==> config.mk <==
export PLATFORM = sky130hd
export DESIGN_NAME = muxed_bus_host_interface
export DESIGN_NICKNAME = d
export VERILOG_FILES = /design/src/host_port_pkg.sv /design/src/bus_sync_if.sv /design/src/strobe_sync.sv /design/src/muxed_bus_host_interface.sv
export SDC_FILE = /design/constraint.sdc
export NUM_CORES = 1
export LEC_CHECK = 0
export BUFFER_PORTS_ARGS = -buffer_cell sky130_fd_sc_hd__buf_2
export CAP_MARGIN = 20
export CELL_PAD_IN_SITES_DETAIL_PLACEMENT = 0
export CELL_PAD_IN_SITES_GLOBAL_PLACEMENT = 1
export CORE_AREA = 2 2 84 147
export CTS_CLUSTER_DIAMETER = 120
export CTS_CLUSTER_SIZE = 12
export DETAILED_ROUTE_END_ITERATION = 8
export DIE_AREA = 0 0 86 149
export PLACE_DENSITY = 0.92
export RECOVER_POWER = 100
export SLEW_MARGIN = 20
export SYNTH_ARGS = -nofsm -noshare
export SYNTH_HDL_FRONTEND = slang
export SYNTH_SLANG_ARGS = --single-unit
==> constraint.sdc <==
create_clock -name clk_i -period 9.4 [get_ports clk_i]
set_input_delay 0.47 -clock clk_i [delete_from_list [all_inputs] [get_ports clk_i]]
set_output_delay 0.47 -clock clk_i [all_outputs]
set_load 0.02 [all_outputs]
==> src/host_port_pkg.sv <==
// Shared constants and types of the multiplexed host bus port.
// Assumes a single core clock at 40 MHz; every time below is turned into core cycles here.
package host_port_pkg;

  // Core clock period in nanoseconds.
  localparam int CLK_PERIOD_NS = 25;

  // Recovery between two accesses to this device: whole core cycles plus a fixed time.
  localparam int RECOV_CLK_CYC = 6;
  localparam int RECOV_NS      = 200;
  // The fixed part is a least time, so it rounds up.
  localparam int RECOV_CYC     = RECOV_CLK_CYC + (RECOV_NS + CLK_PERIOD_NS - 1) / CLK_PERIOD_NS;

  // Least time for both strobes low together to count as a reset.
  localparam int RESET_LOW_NS  = 30;
  localparam int RESET_CYC_RAW = (RESET_LOW_NS + CLK_PERIOD_NS - 1) / CLK_PERIOD_NS;
  localparam int RESET_CYC     = (RESET_CYC_RAW < 1) ? 1 : RESET_CYC_RAW;

  // Address decode fields of the latched address byte.
  localparam int ADR_CHAN_RIGHT = 0;
  localparam int ADR_CHAN_LEFT  = 5;
  localparam int ADR_REG_LSB    = 1;
  localparam int ADR_REG_W      = 4;

  // Register numbers inside a channel.
  localparam logic [3:0] REG_RX_ERR   = 4'h1;
  localparam logic [3:0] REG_VECTOR   = 4'h2;
  localparam logic [3:0] REG_PENDING  = 4'h3;
  localparam logic [3:0] REG_BUFFER   = 4'h8;
  localparam logic [3:0] REG_MASTER   = 4'h9;
  localparam logic [3:0] REG_TC_LOW   = 4'hC;
  localparam logic [3:0] REG_TC_HIGH  = 4'hD;

  // Master interrupt control fields.
  localparam int MIC_STATUS_BIT = 0;
  localparam int MIC_NO_VEC_BIT = 1;

  // Field of the vector replaced by interrupt status.
  localparam int VEC_STAT_LSB   = 1;
  localparam int VEC_STAT_W     = 3;

  // Reset values of the shared registers.
  localparam logic [7:0] VECTOR_RESET = 8'h00;
  localparam logic [7:0] MASTER_RESET = 8'h00;

  // Number of interrupt sources: receive, transmit, status for channel A then channel B.
  localparam int NUM_SRC = 6;
  // Status code shown when nothing is pending.
  localparam logic [2:0] STAT_NONE = 3'h7;

  // Phase of a bus transaction as seen through the synchronisers.
  typedef enum logic [2:0] {
    ST_IDLE = 3'b001,
    ST_ADDR = 3'b010,
    ST_DATA = 3'b100
  } cycle_state_t;

endpackage

==> src/bus_sync_if.sv <==
// Synchronised view of the host bus pins, passed from the synchroniser to the port logic.
// Assumes both ends run on the same core clock.
`timescale 1ns/100ps
interface bus_sync_if;
  logic       as_low;     // Address strobe is low, after synchronisation.
  logic       ds_low;     // Data strobe is low, after synchronisation.
  logic       as_rise;    // One-cycle pulse on the address strobe rising.
  logic       ds_fall;    // One-cycle pulse on the data strobe falling.
  logic       ds_rise;    // One-cycle pulse on the data strobe rising.
  logic [7:0] ad_now;     // Bus lines aligned with the strobe levels.
  logic [7:0] ad_prev;    // Bus lines one cycle earlier, still inside the strobe pulse.
  logic       cs0_n_prev; // Low-active select, aligned with ad_prev.
  logic       ack_n_prev; // Acknowledge input, aligned with ad_prev.
  logic       rw_now;     // Read-not-write, aligned with ad_now.
  logic       cs1_now;    // High-active select, aligned with ad_now.
  logic       iei_now;    // Chain enable input, aligned with ad_now.

  modport src (output as_low, ds_low, as_rise, ds_fall, ds_rise, ad_now, ad_prev,
               output cs0_n_prev, ack_n_prev, rw_now, cs1_now, iei_now);
  modport dst (input  as_low, ds_low, as_rise, ds_fall, ds_rise, ad_now, ad_prev,
               input  cs0_n_prev, ack_n_prev, rw_now, cs1_now, iei_now);
endinterface

==> src/strobe_sync.sv <==
// Two-stage synchroniser for every host bus input, plus strobe edge detection.
// Assumes the pins are asynchronous to clk_i; all of them pass the same two flops so
// that the address stays aligned with its strobe edge.
`timescale 1ns/100ps
module strobe_sync (
  input  wire logic       clk_i,
  input  wire logic       reset_i,
  input  wire logic       addr_strobe_n_i,
  input  wire logic       data_strobe_n_i,
  input  wire logic       chip_sel_low_n_i,
  input  wire logic       chip_sel_high_i,
  input  wire logic       read_not_write_i,
  input  wire logic       irq_ack_n_i,
  input  wire logic       chain_enable_in_i,
  input  wire logic [7:0] bus_i,
  bus_sync_if.src         s
);

  // Pin order in the raw vector: bus, strobes, selects, direction, acknowledge, chain.
  logic [14:0] meta_q;  // First stage; read only by the second stage.
  logic [14:0] sync_q;  // Second stage; safe to use.
  logic [14:0] last_q;  // Third stage for edges and for the address as it stood.
  logic [14:0] raw;     // Gathered pin levels.

  assign raw = {chain_enable_in_i, irq_ack_n_i, read_not_write_i, chip_sel_high_i,
                chip_sel_low_n_i, data_strobe_n_i, addr_strobe_n_i, bus_i};

  // Strobes idle high, so the flops reset to one and no false edge appears.
  always_ff @(posedge clk_i or posedge reset_i) begin
    if (reset_i) begin
      meta_q <= 15'h7F00;
      sync_q <= 15'h7F00;
      last_q <= 15'h7F00;
    end else begin
      meta_q <= raw;     // RULE3
      sync_q <= meta_q;  // RULE3
      last_q <= sync_q;
    end
  end

  // Edges are taken from the settled stages only, never from the first flop.
  assign s.as_low     = ~sync_q[8];
  assign s.ds_low     = ~sync_q[9];
  assign s.as_rise    = sync_q[8] & ~last_q[8];  // RULE3
  assign s.ds_fall    = ~sync_q[9] & last_q[9];  // RULE3
  assign s.ds_rise    = sync_q[9] & ~last_q[9];
  assign s.ad_now     = sync_q[7:0];
  assign s.ad_prev    = last_q[7:0];
  assign s.cs0_n_prev = last_q[10];
  assign s.ack_n_prev = last_q[13];
  assign s.rw_now     = sync_q[12];
  assign s.cs1_now    = sync_q[11];
  assign s.iei_now    = sync_q[14];

endmodule

==> src/muxed_bus_host_interface.sv <==
// Host side of a two-channel serial controller: multiplexed read, write and acknowledge
// cycles, shared vector and master control registers, daisy chain and strobe reset.
// Assumes per-channel registers live in the channel logic, which takes write pulses and
// offers its read values on plain ports in the core clock domain.
`timescale 1ns/100ps

// Operation
// [RULE1] Host waits recovery between own accesses.
// [RULE2] Recovery counts only own transactions.
// [RULE3] Strobes pass two-flop synchronisers first.
// [RULE4] Address rise latches address, select, acknowledge.
// [RULE5] Host reads with direction high, select high.
// [RULE6] Read data driven only while strobe low.
// [RULE7] Host writes with direction low, select high.
// [RULE8] Write captures bus byte at strobe low.
// [RULE9] Acknowledge ignores address, selects and direction.
// [RULE10] Host lets chain settle before vector.
// [RULE11] Own acknowledge needs pending and chain in.
// [RULE12] Owned acknowledge drives vector when enabled.
// [RULE13] Owned acknowledge sets source in-service latch.
// [RULE14] Both strobes low long enough resets.
// [RULE15] Vector readback plain on A, status on B.
// [RULE16] Pending bits readable on channel A only.
// [RULE17] Vector and master control shared by channels.
// [RULE18] Receive errors grouped in one register.
// [RULE19] Time constant bytes readable per channel.
// [RULE20] Buffer read gives data, write sends.
// [RULE21] Software programs format, interrupts, then enables.
// [RULE22] Channel bit from bit 0 or 5.
// [RULE23] Register number from address bits 4:1.
// [RULE24] Any in-service latch drives chain out low.
// [RULE25] Foreign acknowledge keeps drivers off, latches unchanged.
module muxed_bus_host_interface #(
  parameter int RECOVERY_CYCLES = host_port_pkg::RECOV_CYC,
  parameter int RESET_CYCLES    = host_port_pkg::RESET_CYC
) (
  input  wire logic                             clk_i,
  input  wire logic                             reset_i,
  input  wire logic                             addr_strobe_n_i,
  input  wire logic                             data_strobe_n_i,
  input  wire logic                             chip_sel_low_n_i,
  input  wire logic                             chip_sel_high_i,
  input  wire logic                             read_not_write_i,
  input  wire logic                             irq_ack_n_i,
  input  wire logic                             chain_enable_in_i,
  input  wire logic [7:0]                       bus_i,
  output logic      [7:0]                       bus_o,
  output logic                                  bus_oe_o,
  output logic                                  chain_enable_out_o,
  output logic                                  device_reset_o,
  output logic                                  recovery_violation_o,
  input  wire logic                             shift_left_i,
  input  wire logic [host_port_pkg::NUM_SRC-1:0] irq_pending_bits_i,
  input  wire logic                             ius_clear_i,
  input  wire logic [15:0]                      rx_error_status_i,
  input  wire logic [15:0]                      rx_data_i,
  input  wire logic [15:0]                      time_const_low_i,
  input  wire logic [15:0]                      time_const_high_i,
  output logic                                  wr_valid_o,
  output logic                                  wr_chan_a_o,
  output logic      [3:0]                       wr_reg_o,
  output logic      [7:0]                       wr_data_o,
  output logic      [1:0]                       rx_pop_o,
  output logic      [host_port_pkg::NUM_SRC-1:0] in_service_latch_o,
  output logic      [7:0]                       vector_reg_o,
  output logic      [7:0]                       master_irq_ctrl_reg_o
);

  localparam int NS = host_port_pkg::NUM_SRC;

  // The counters below are eight and four bits wide; refuse settings they cannot hold.
  if (RECOVERY_CYCLES < 1 || RECOVERY_CYCLES > 255) begin : bad_recovery
    $error("RECOVERY_CYCLES must be within 1 to 255");
  end
  if (RESET_CYCLES < 1 || RESET_CYCLES > 15) begin : bad_reset
    $error("RESET_CYCLES must be within 1 to 15");
  end

  // Lowest set bit as one-hot; lowest index is highest priority.
  function automatic logic [NS-1:0] first_set(input logic [NS-1:0] v);
    logic [NS-1:0] r;
    r = v & (~v + 1'b1);
    return r;
  endfunction

  // Index of a one-hot source as a status code.
  function automatic logic [2:0] src_code(input logic [NS-1:0] oh);
    logic [2:0] c;
    c = host_port_pkg::STAT_NONE;
    for (int i = NS - 1; i >= 0; i--) begin
      if (oh[i]) begin
        c = 3'(i);
      end
    end
    return c;
  endfunction

  bus_sync_if s ();

  // All pins go through the synchroniser before any decision is made on them.
  strobe_sync u_sync (
    .clk_i             (clk_i),
    .reset_i           (reset_i),
    .addr_strobe_n_i   (addr_strobe_n_i),
    .data_strobe_n_i   (data_strobe_n_i),
    .chip_sel_low_n_i  (chip_sel_low_n_i),
    .chip_sel_high_i   (chip_sel_high_i),
    .read_not_write_i  (read_not_write_i),
    .irq_ack_n_i       (irq_ack_n_i),
    .chain_enable_in_i (chain_enable_in_i),
    .bus_i             (bus_i),
    .s                 (s)
  );

  host_port_pkg::cycle_state_t st_q, st_d;  // Transaction phase.
  logic          ack_q;      // Current cycle is an acknowledge.
  logic          sel_q;      // Low-active select was latched active in a cycle that is not an acknowledge.
  logic          chan_a_q;   // Latched channel is A.
  logic [3:0]    reg_q;      // Latched register number.
  logic          drive_q;    // Read data or vector is due on the bus.
  logic          own_q;      // Current transaction involves this device.
  logic [7:0]    rec_q;      // Recovery cycles still to run.
  logic [3:0]    low_cnt_q;  // Consecutive cycles with both strobes low.
  logic [7:0]    vector_q;   // Shared interrupt vector.
  logic [7:0]    mic_q;      // Shared master interrupt control.
  logic [NS-1:0] ius_q;      // In-service latches.

  // Decode of the latched address and of the strobe events.
  wire       chan_a_w  = shift_left_i ? s.ad_prev[host_port_pkg::ADR_CHAN_LEFT]   // RULE22
                                      : s.ad_prev[host_port_pkg::ADR_CHAN_RIGHT]; // RULE22
  wire [3:0] reg_w     = s.ad_prev[host_port_pkg::ADR_REG_LSB +: host_port_pkg::ADR_REG_W]; // RULE23
  wire       in_addr   = (st_q == host_port_pkg::ST_ADDR);
  wire       acc_fire  = s.ds_fall & in_addr & sel_q & ~ack_q & s.cs1_now;  // RULE9
  wire       wr_fire   = acc_fire & ~s.rw_now;
  wire       rd_fire   = acc_fire & s.rw_now;
  wire       ack_fall  = s.ds_fall & in_addr & ack_q;
  wire       own_ack   = ack_fall & s.iei_now & (|irq_pending_bits_i);  // RULE11
  wire       vec_fire  = own_ack & ~mic_q[host_port_pkg::MIC_NO_VEC_BIT];  // RULE12
  wire       involved  = acc_fire | own_ack;
  wire       both_low  = s.as_low & s.ds_low;
  wire       rst_d     = both_low && (low_cnt_q >= 4'(RESET_CYCLES - 1));  // RULE14

  // Interrupt status and the two forms of the vector.
  wire [NS-1:0] top_pend = first_set(irq_pending_bits_i);
  wire [2:0]    stat_w   = src_code(top_pend);
  wire [7:0]    vec_mod  = {vector_q[7:4], stat_w, vector_q[0]};
  wire [7:0]    ack_vec  = mic_q[host_port_pkg::MIC_STATUS_BIT] ? vec_mod : vector_q;

  // Per-channel inputs are {B, A}.
  wire [7:0] err_sel = chan_a_q ? rx_error_status_i[7:0] : rx_error_status_i[15:8];
  wire [7:0] dat_sel = chan_a_q ? rx_data_i[7:0]         : rx_data_i[15:8];
  wire [7:0] tcl_sel = chan_a_q ? time_const_low_i[7:0]  : time_const_low_i[15:8];
  wire [7:0] tch_sel = chan_a_q ? time_const_high_i[7:0] : time_const_high_i[15:8];
  wire [7:0] pend_w  = {{(8 - NS){1'b0}}, irq_pending_bits_i};
  wire [7:0] rd_data =
      (reg_q == host_port_pkg::REG_RX_ERR)  ? err_sel :                      // RULE18
      (reg_q == host_port_pkg::REG_VECTOR)  ? (chan_a_q ? vector_q : vec_mod) : // RULE15
      (reg_q == host_port_pkg::REG_PENDING) ? (chan_a_q ? pend_w : 8'h00) :  // RULE16
      (reg_q == host_port_pkg::REG_BUFFER)  ? dat_sel :                      // RULE20
      (reg_q == host_port_pkg::REG_TC_LOW)  ? tcl_sel :                      // RULE19
      (reg_q == host_port_pkg::REG_TC_HIGH) ? tch_sel : 8'h00;               // RULE19

  // Writes to the shared registers stay here; the rest go out to the channels.
  wire wr_vec  = wr_fire && (reg_q == host_port_pkg::REG_VECTOR);  // RULE17
  wire wr_mic  = wr_fire && (reg_q == host_port_pkg::REG_MASTER);  // RULE17
  wire wr_out  = wr_fire & ~wr_vec & ~wr_mic;
  wire rd_pop  = rd_fire && (reg_q == host_port_pkg::REG_BUFFER);

  // In-service set by owned acknowledge, cleared highest first by the channel logic.
  wire [NS-1:0] ius_set = own_ack ? first_set(irq_pending_bits_i) : '0;  // RULE13
  wire [NS-1:0] ius_clr = ius_clear_i ? first_set(ius_q) : '0;
  wire          ack_act = ack_q & (st_q != host_port_pkg::ST_IDLE);
  wire          ceo_d   = s.iei_now & ~(|ius_q) & ~(ack_act & (|irq_pending_bits_i)); // RULE24

  // Phase sequence: address rise opens a cycle, data strobe falls then rises.
  always_comb begin
    st_d = st_q;
    case (st_q)
      host_port_pkg::ST_IDLE: st_d = s.as_rise ? host_port_pkg::ST_ADDR : st_q;
      host_port_pkg::ST_ADDR: st_d = s.ds_fall ? host_port_pkg::ST_DATA : st_q;
      host_port_pkg::ST_DATA: st_d = s.ds_rise ? host_port_pkg::ST_IDLE : st_q;
      default:                st_d = host_port_pkg::ST_IDLE;
    endcase
    // A new address strobe always starts over, even if a strobe was missed.
    if (s.as_rise) begin
      st_d = host_port_pkg::ST_ADDR;
    end
  end

  // Address phase latches; the strobe reset drops any cycle in flight.
  always_ff @(posedge clk_i or posedge reset_i) begin
    if (reset_i) begin
      st_q     <= host_port_pkg::ST_IDLE;
      ack_q    <= 1'b0;
      sel_q    <= 1'b0;
      chan_a_q <= 1'b0;
      reg_q    <= 4'h0;
    end else if (device_reset_o) begin
      st_q     <= host_port_pkg::ST_IDLE;
      sel_q    <= 1'b0;
      ack_q    <= 1'b0;
    end else begin
      st_q <= st_d;
      if (s.as_rise) begin
        ack_q    <= ~s.ack_n_prev;                    // RULE4
        sel_q    <= s.ack_n_prev & ~s.cs0_n_prev;     // RULE9
        chan_a_q <= chan_a_w;                         // RULE4
        reg_q    <= reg_w;                            // RULE4
      end
    end
  end

  // Bus drivers: loaded at the strobe fall, enabled only while the strobe stays low.
  always_ff @(posedge clk_i or posedge reset_i) begin
    if (reset_i) begin
      drive_q  <= 1'b0;
      bus_o    <= 8'h00;
      bus_oe_o <= 1'b0;
    end else begin
      if (rd_fire) begin
        bus_o <= rd_data;
      end else if (vec_fire) begin
        bus_o <= ack_vec;                             // RULE12
      end
      drive_q <= rd_fire | vec_fire | (drive_q & ~(s.ds_rise | s.as_rise));
      bus_oe_o <= s.ds_low & (drive_q | rd_fire | vec_fire);  // RULE6 RULE25
    end
  end

  // Shared registers, write pulses and receive pops.
  always_ff @(posedge clk_i or posedge reset_i) begin
    if (reset_i) begin
      vector_q    <= host_port_pkg::VECTOR_RESET;
      mic_q       <= host_port_pkg::MASTER_RESET;
      wr_valid_o  <= 1'b0;
      wr_chan_a_o <= 1'b0;
      wr_reg_o    <= 4'h0;
      wr_data_o   <= 8'h00;
      rx_pop_o    <= 2'b00;
    end else begin
      if (device_reset_o) begin
        vector_q <= host_port_pkg::VECTOR_RESET;
        mic_q    <= host_port_pkg::MASTER_RESET;
      end else if (wr_vec) begin
        vector_q <= s.ad_now;                         // RULE8
      end else if (wr_mic) begin
        mic_q <= s.ad_now;                            // RULE8
      end
      wr_valid_o <= wr_out;                           // RULE20
      if (wr_out) begin
        wr_chan_a_o <= chan_a_q;
        wr_reg_o    <= reg_q;
        wr_data_o   <= s.ad_now;                      // RULE8
      end
      rx_pop_o <= {rd_pop & ~chan_a_q, rd_pop & chan_a_q};  // RULE20
    end
  end

  // One latch per source; the set wins over a clear landing in the same cycle.
  for (genvar i = 0; i < NS; i++) begin : g_ius
    always_ff @(posedge clk_i or posedge reset_i) begin
      if (reset_i) begin
        ius_q[i] <= 1'b0;
      end else if (device_reset_o | ius_set[i] | ius_clr[i]) begin
        ius_q[i] <= ~device_reset_o & ius_set[i];     // RULE13
      end
    end
  end

  // Chain output, recovery watch and strobe reset detection.
  always_ff @(posedge clk_i or posedge reset_i) begin
    if (reset_i) begin
      chain_enable_out_o   <= 1'b0;
      own_q                <= 1'b0;
      rec_q                <= 8'h00;
      recovery_violation_o <= 1'b0;
      low_cnt_q            <= 4'h0;
      device_reset_o       <= 1'b0;
    end else begin
      chain_enable_out_o <= ceo_d;                    // RULE24
      own_q <= involved | (own_q & ~s.ds_rise);
      // Only the end of a transaction that involved us starts the count.
      if (s.ds_rise & own_q) begin
        rec_q <= 8'(RECOVERY_CYCLES);                 // RULE2
      end else if (rec_q != 8'h00) begin
        rec_q <= rec_q - 8'h01;
      end
      recovery_violation_o <= involved & (rec_q != 8'h00);  // RULE1
      low_cnt_q <= both_low ? (low_cnt_q + {3'h0, low_cnt_q != 4'hF}) : 4'h0;
      device_reset_o <= rst_d;                        // RULE14
    end
  end

  assign in_service_latch_o    = ius_q;
  assign vector_reg_o          = vector_q;
  assign master_irq_ctrl_reg_o = mic_q;

  bus_drive_a: assert property (@(posedge clk_i) disable iff (reset_i) // RULE6
    bus_oe_o |-> $past(s.ds_low))
    else $error("bus driven while data strobe high");
  chain_block_a: assert property (@(posedge clk_i) disable iff (reset_i) // RULE24
    (|ius_q) |=> !chain_enable_out_o)
    else $error("chain out high while a source is in service");
  ius_set_a: assert property (@(posedge clk_i) disable iff (reset_i || device_reset_o) // RULE13
    own_ack |=> ((ius_q & $past(first_set(irq_pending_bits_i))) != '0))
    else $error("owned acknowledge did not set in-service latch");
  foreign_ack_a: assert property (@(posedge clk_i) disable iff (reset_i) // RULE25
    (ack_fall && !own_ack && !ius_clear_i && !device_reset_o) |=> (ius_q == $past(ius_q))
    ##0 !bus_oe_o)
    else $error("foreign acknowledge changed latches or drove bus");
  strobe_reset_a: assert property (@(posedge clk_i) disable iff (reset_i) // RULE14
    (both_low [*2]) |=> device_reset_o)
    else $error("coincident strobes did not reset");
  no_reset_a: assert property (@(posedge clk_i) disable iff (reset_i) // RULE14
    !both_low |=> !device_reset_o)
    else $error("reset without coincident strobes");
  ack_write_a: assert property (@(posedge clk_i) disable iff (reset_i) // RULE9
    (ack_q && s.ds_fall) |=> !wr_valid_o && $stable(vector_q) && $stable(mic_q))
    else $error("acknowledge cycle performed a write");
  wr_capture_a: assert property (@(posedge clk_i) disable iff (reset_i) // RULE8
    wr_out |=> wr_valid_o && (wr_data_o == $past(s.ad_now)))
    else $error("write byte not captured");
  vec_read_a: assert property (@(posedge clk_i) disable iff (reset_i) // RULE15
    (rd_fire && reg_q == host_port_pkg::REG_VECTOR) |=>
      (bus_o == ($past(chan_a_q) ? $past(vector_q) : $past(vec_mod))))
    else $error("vector readback wrong for channel");
  vec_drive_a: assert property (@(posedge clk_i) disable iff (reset_i) // RULE12
    vec_fire |=> (bus_o == $past(ack_vec)) && (bus_oe_o == $past(s.ds_low)))
    else $error("owned acknowledge did not present vector");

endmodule

==> impl_metrics.json, run 1 <==
{
  "failed_checks": "max-capacitance violations, max-slew violations",
  "whs_ns": 0.1622,
  "p_per_area_nw_per_um2": 215.5,
  "post-route-period-util": 0.3357,
  "fp.dieH_um": 149,
  "setup_violations": 0,
  "place_area_um2": 5816,
  "ios": 139,
  "synth_area_leaders": "dfrtp_1 47%, dfstp_2 9.9%, mux2i_1 7.9%",
  "seq_area_frac_synth": 0.5708,
  "hold_depth": 1,
  "p_leak_nw": 2.979,
  "fin_ws_ns": 6.244,
  "die_area_um2": 12810,
  "maxCapViolCount": 1,
  "rows": 53,
  "crit_chain": "nand4bb_1, nor4b_1, nand3_1, mux2i_1, nor2_1",
  "nFillCells": 1039,
  "grt_pass1_wl_mm": 20.39,
  "worst_pin_slew_ns": 2.054,
  "post-route-cell-area_um2": 6256,
  "criticalPathCategory": "reg -> reg",
  "clock-sinks": 114,
  "cts_buffers": 17,
  "start_util": 0.4294,
  "nets": 654,
  "synth_top_cell_by_area": "dfrtp_1",
  "cts_tree": "yes",
  "netlist_area_um2": 5040,
  "cts_resized": 0,
  "pre_cts_slack_ns": 7.138,
  "synth_nets": 515,
  "clockBufferDepth": 2,
  "synth_cells": 422,
  "status": "finished with violations",
  "cts_setup_buffers": 0,
  "ant_nets": 0,
  "antenna_found_initial": 0,
  "fin_skew_ns": 0.009995,
  "clkTransAtPathRegs_ns": 0.05,
  "drive_gt1_frac": 0.2815,
  "synth.ff_latch_count": 114,
  "setup_tns_ns": 0,
  "relSlewSlack": -0.3770,
  "vias": 3899,
  "hold_path_class": "in -> reg",
  "yosysMostFrequentCell": "dfrtp_1",
  "grt_overflow_total": 0,
  "clock_latency_ns": 0.41,
  "grtUsageTotal": 0.2104,
  "synth_edf_count": 0,
  "die_w_um": 86,
  "hold_viol_final": 0,
  "period_minus_slack_ns": 3.156,
  "dr.pass1.iters": 5,
  "syn_to_final_growth_pct": 24.13,
  "root_buffer": "clkbuf_16",
  "route.met2.wl_mm": 6.535,
  "synth.distinct_cells": 63,
  "grt_pass1_vias": 4029,
  "async_reset_ff_frac": 1.000,
  "wl_met3_um": 874,
  "core-area_um2": 11740,
  "port_buffers": 138,
  "crit_path_start_kind": "flip-flop",
  "cp.required_ns": 9.66,
  "highest_layer": "met4",
  "synthTopCellsByCount": "95 x dfrtp_1, 40 x mux2i_1, 29 x nor2_1",
  "fmax_mhz": 316.9,
  "yosys_warnings": 0,
  "grt_max_degree": 68,
  "gp_congestion": 0.9456,
  "via_per_inst": 5.499,
  "wl_met1_mm": 5.005,
  "critPathMaxFanout": 10,
  "htree_levels": 4,
  "slew_viol_final": 49,
  "rsz0062_at_grt": "no",
  "drt-initial-drc-count": 326,
  "synth_top_area_frac": 0.4717,
  "arrival_ns": 3.41,
  "synth_ff_type": "dfrtp_1",
  "ir_drop_mv": 0.1394,
  "drc_errors": 0,
  "cp-end-kind": "flip-flop",
  "syn_avg_cell_area_um2": 11.94,
  "reg2reg_depth": 5,
  "dpl.hpwl_mm": 9.529,
  "finalWirelength_mm": 12.89,
  "cpMaxStageDelayCell": "nor4b_1",
  "antenna_cells": 0,
  "slowest_delay_ns": 1.03,
  "wl_per_cell_um": 18.19,
  "postCtsHoldBufs": 0
}
[worst paths after layout]
kind                                  startpoint                  endpoint  slack [ns]
worst max-delay path            u_sync.sync_q[9]  master_irq_ctrl_reg_o[2]        6.24
worst min-delay path                    bus_i[0]          u_sync.meta_q[0]        0.16
worst max register to register  u_sync.sync_q[9]  master_irq_ctrl_reg_o[2]        6.24
worst min register to register  u_sync.meta_q[7]          u_sync.sync_q[7]        0.34
max in group asynchronous                reset_i                  chan_a_q        7.15
min in group asynchronous                reset_i                   drive_q        0.60
[where the power goes]
group / total [W] / switching (W) / leakage (nW) / internal [W]
Clock: 0.000602 / 0.000202 / 0.285 / 0.000399
Sequential: 0.000583 / 0.0000493 / 1.43 / 0.000534
Combinational: 0.000164 / 0.0000844 / 1.26 / 0.0000791
Total: 0.00135 / 0.000336 / 2.98 / 0.00101
[cell usage in the layout, fill, tap and decap left out, types with 4 or more instances in the layout]
cell        n
dfrtp_1    94
nor3_1     12
o22ai_1    17
dfstp_2    16
o21ai_0    15
clkbuf_8    6
clkbuf_1   53
buf_2      87
clkbuf_16  17
a22o_1      8
a21oi_1    17
ha_1        4
xnor2_1     5
mux2i_1    40
clkinv_2    4
nor3b_1     6
nor2_1     29
nor2b_1     5
nand3b_1    4
a22oi_1     4
mux2_2     20
nand3_1    11
nand2_1    26
inv_1      10
[cell type report]
cell class              count  area [um^2]  share of cell area
multi-input cells         278         1964              0.3140
repair buffers            139        634.4              0.1014
clock buffers              25        515.5             0.08240
flip-flops and latches    114         2878              0.4600
inverters                  11        42.54            0.006800
clock inverters             5        50.05            0.008000
well taps                 137        171.4             0.02740
[cells by family after synthesis]
kind of cell	synth area share
multiplexers	0.1241
buffers and inverters	0.02756
flip-flops	0.5708
XOR/XNOR	0.01043
AND/OR/NAND/NOR	0.1415
adder cells (fa/ha/maj)	0.009931
AO/OA/AOI/OAI	0.1157
[registers in the layout, summed over array words and instances (netlist names), 2 cells and up]
signal and flops:
rx_pop_o 2, in_service_latch_o 6, low_cnt_q 4, u_sync.meta_q 15
master_irq_ctrl_reg_o 8, vector_reg_o 8, wr_data_o 8, wr_reg_o 4
rec_q 8, st_q 3, bus_o 8, u_sync.sync_q 15
reg_q 4, u_sync.last_q 10
[stage by stage]
stage,cells,power [W],util
3_5_place_dp,679,0.0007600,0.4955
4_1_cts,709,0.001372,0.5437
2_1_floorplan,422,0.0006991,-
3_3_place_gp,679,0.0007487,0.4955
6_report,709,0.001348,0.5330
5_1_grt,709,0.001416,0.5330
[metal layers]
metal | track usage | vias up
met3 | 0.06419 | 28
li1 | - | 1822
met5 | 0 | -
met4 | 0.1119 | 0
met1 | 0.2438 | 1874
met2 | 0.3453 | 175
[worst max-delay path: cells and delay by family, from the launching register on]
family,cells,cell delay [ns]
multiplexers,1,0.36
AND/OR/NAND/NOR,4,2.18
flip-flops,1,0.46
No activity file was read; power rests on OpenSTA's default activity.
==> run 2: changes to the inputs <==
Settings changed: CORE_AREA 2 2 84 147 to 2 2 92 160, DIE_AREA 0 0 86 149 to 0 0 94 162, PLACE_DENSITY 0.92 to 0.83.
Clock period 9.4 ns to 2.7 ns, I/O delays scaled along.
==> run 2 against run 1 <==
Against the previous run:
- the run now ends clean
- power increased to 3.7 times the previous value
- fmax increased by 38%
- via count increased by 0.87%
- sequential power increased to 3.4 times the previous value
- first-iteration DRC count decreased by 30%
- utilization decreased by 5.7 points
- design area increased by 5.8%
- wire length increased by 0.72%
- count of clock-buffer cells in the layout decreased by 3
- cell count increased by 8.5%
- highest routed layer unchanged
==> impl_metrics.json, run 2 (synthesis gave the netlist of run 1 again) <==
{
  "status": "finished, final reports clean",
  "core-area_um2": 13910,
  "setup_violations": 0,
  "clockBufferDepth": 2,
  "p_leak_nw": 3.110,
  "place_area_um2": 5902,
  "grt_overflow_total": 0,
  "hold_viol_final": 0,
  "cts_tree": "yes",
  "fp.dieH_um": 162,
  "wl_met1_mm": 5.153,
  "port_buffers": 138,
  "relSlewSlack": 0.3246,
  "highest_layer": "met4",
  "wl_met3_um": 894,
  "post-route-period-util": 0.8441,
  "r2r_setup_slack_ns": 0.42,
  "slowest_delay_ns": 0.54,
  "die_w_um": 94,
  "gp_congestion": 0.8293,
  "p_sw_frac": 0.2430,
  "maxCapViolCount": 0,
  "die_area_um2": 15230,
  "arrival_ns": 2.56,
  "route.met2.wl_mm": 6.642,
  "crit_chain": "nand4bb_4, nor4b_4, o21a_1, mux2_2",
  "grt_pass1_vias": 4149,
  "p_comb_frac": 0.122,
  "rsz0062_at_grt": "no",
  "pwr-share-clk": 0.479,
  "reg_top3": "u_sync.meta_q: 15 flops, u_sync.sync_q: 15 flops, u_sync.last_q: 10 flops",
  "critPathBufInv": 0,
  "period_minus_slack_ns": 2.279,
  "cp.required_ns": 2.99,
  "dr.pass1.iters": 4,
  "dpl.hpwl_mm": 9.677,
  "startpoint": "u_sync.sync_q[9]",
  "finalWirelength_mm": 12.99,
  "fin_skew_ns": 0.007962,
  "clock_latency_ns": 0.40,
  "p_per_area_nw_per_um2": 760.3,
  "ir_drop_mv": 0.5407,
  "antenna_found_initial": 0,
  "hp-start": "shift_left_i",
  "grtUsageTotal": 0.1777,
  "post-route-cell-area_um2": 6616,
  "drt-initial-drc-count": 229,
  "p_seq_frac": 0.399,
  "ios": 139,
  "cts_buffers": 17,
  "slew_viol_final": 0,
  "final_cell_mix": "94 x dfrtp_1, 89 x buf_2, 50 x clkbuf_1",
  "nets": 673,
  "fmax_mhz": 438.8,
  "drive_gt1_frac": 0.2872,
  "cp-end-kind": "flip-flop",
  "vias": 3933,
  "internal_power_w": 0.003808,
  "crit_path_start_kind": "flip-flop",
  "ant_nets": 0,
  "nFillCells": 1301,
  "r2r-start": "u_sync.sync_q[9]",
  "final_common_cell": "dfrtp_1",
  "hold_path_class": "in -> reg",
  "clock-sinks": 114,
  "rows": 57,
  "drc_errors": 0,
  "setup_tns_ns": 0,
  "critPathMaxFanout": 13,
  "whs_ns": 0.07287,
  "start_util": 0.3624,
  "htree_levels": 4,
  "grt_pass1_wl_mm": 20.93,
  "clkTransAtPathRegs_ns": 0.05,
  "antenna_cells": 0,
  "worst_pin_slew_ns": 1.008,
  "criticalPathCategory": "reg -> reg",
  "syn_to_final_growth_pct": 31.28,
  "power_switching_w": 0.001222,
  "root_buffer": "clkbuf_16",
  "wl_per_cell_um": 16.89,
  "cts_setup_buffers": 0,
  "path_delay_family": "simple AND/OR/NAND/NOR gates",
  "cpMaxStageDelayCell": "o21a_1",
  "grt_max_degree": 93,
  "via_per_inst": 5.114
}
run 2: changes by cell type in the layout (fill, tap and decap cells not counted), sizes merged:
cell,previous run,this run
dlygate4sd3,0,16
buf,88,92
clkbuf,76,72
bufinv,1,4
clkinvlp,1,2
run 2: layer usage:
metal,global-route usage,up-vias
met2,0.3003,151
met5,0,-
met4,0.08300,0
met3,0.05056,15
met1,0.2057,1908
li1,-,1859
run 2: metrics by stage:
| step | cells | setup WS (ns) | total power [W] | util |
|---|---|---|---|---|
| 2_1_floorplan | 422 | 0.7610 | 0.002435 | - |
| 3_3_place_gp | 722 | 0.5931 | 0.002616 | 0.4244 |
| 3_5_place_dp | 722 | 0.5676 | 0.002650 | 0.4244 |
| 4_1_cts | 769 | 0.5735 | 0.005091 | 0.4823 |
| 5_1_grt | 769 | 0.2482 | 0.005252 | 0.4758 |
| 6_report | 769 | 0.4208 | 0.005031 | 0.4758 |
run 2: worst paths after layout:
check | to | cells after the start
worst max register to register | wr_data_o[0] | 4
worst max-delay path | wr_data_o[0] | 4
max in group asynchronous | chan_a_q | 4
worst min register to register | u_sync.sync_q[3] | 0
worst min-delay path | chan_a_q | 3
min in group asynchronous | bus_oe_o | 3
run 2: power by group through the flow:
stage	sequential [W]	combinational (W)	clock [W]
global route	0.00203	0.000691	0.00253
global placement	0.00203	0.000590	0
detailed placement	0.00204	0.000612	0
floorplan	0.00198	0.000455	0
finish	0.00201	0.000615	0.00241
CTS	0.00201	0.000634	0.00245
run 2: area by class of cell:
cell class,count,area (um^2),area share
multi-input cells,278,2001,0.3024
clock buffers,22,494.2,0.07470
repair buffers,158,828.3,0.1252
well taps,177,221.5,0.03347
clock inverters,9,151.4,0.02288
inverters,11,42.54,0.006430
flip-flops and latches,114,2878,0.4349
run 2: repair_timing:
action / in CTS / in global routing
gates resized for setup: 0 / 0
hold buffers: 16 / 0
hold endpoints to repair: 23 / 0
setup endpoints to repair: 0 / 0
run 2: worst register-to-register path: cells and delay by family, from the launching register on:
| kind | cells | cell delay (ns) |
|---|---|---|
| simple gates | 2 | 0.77 |
| mux | 1 | 0.40 |
| compound gates | 1 | 0.54 |
| flops | 1 | 0.46 |
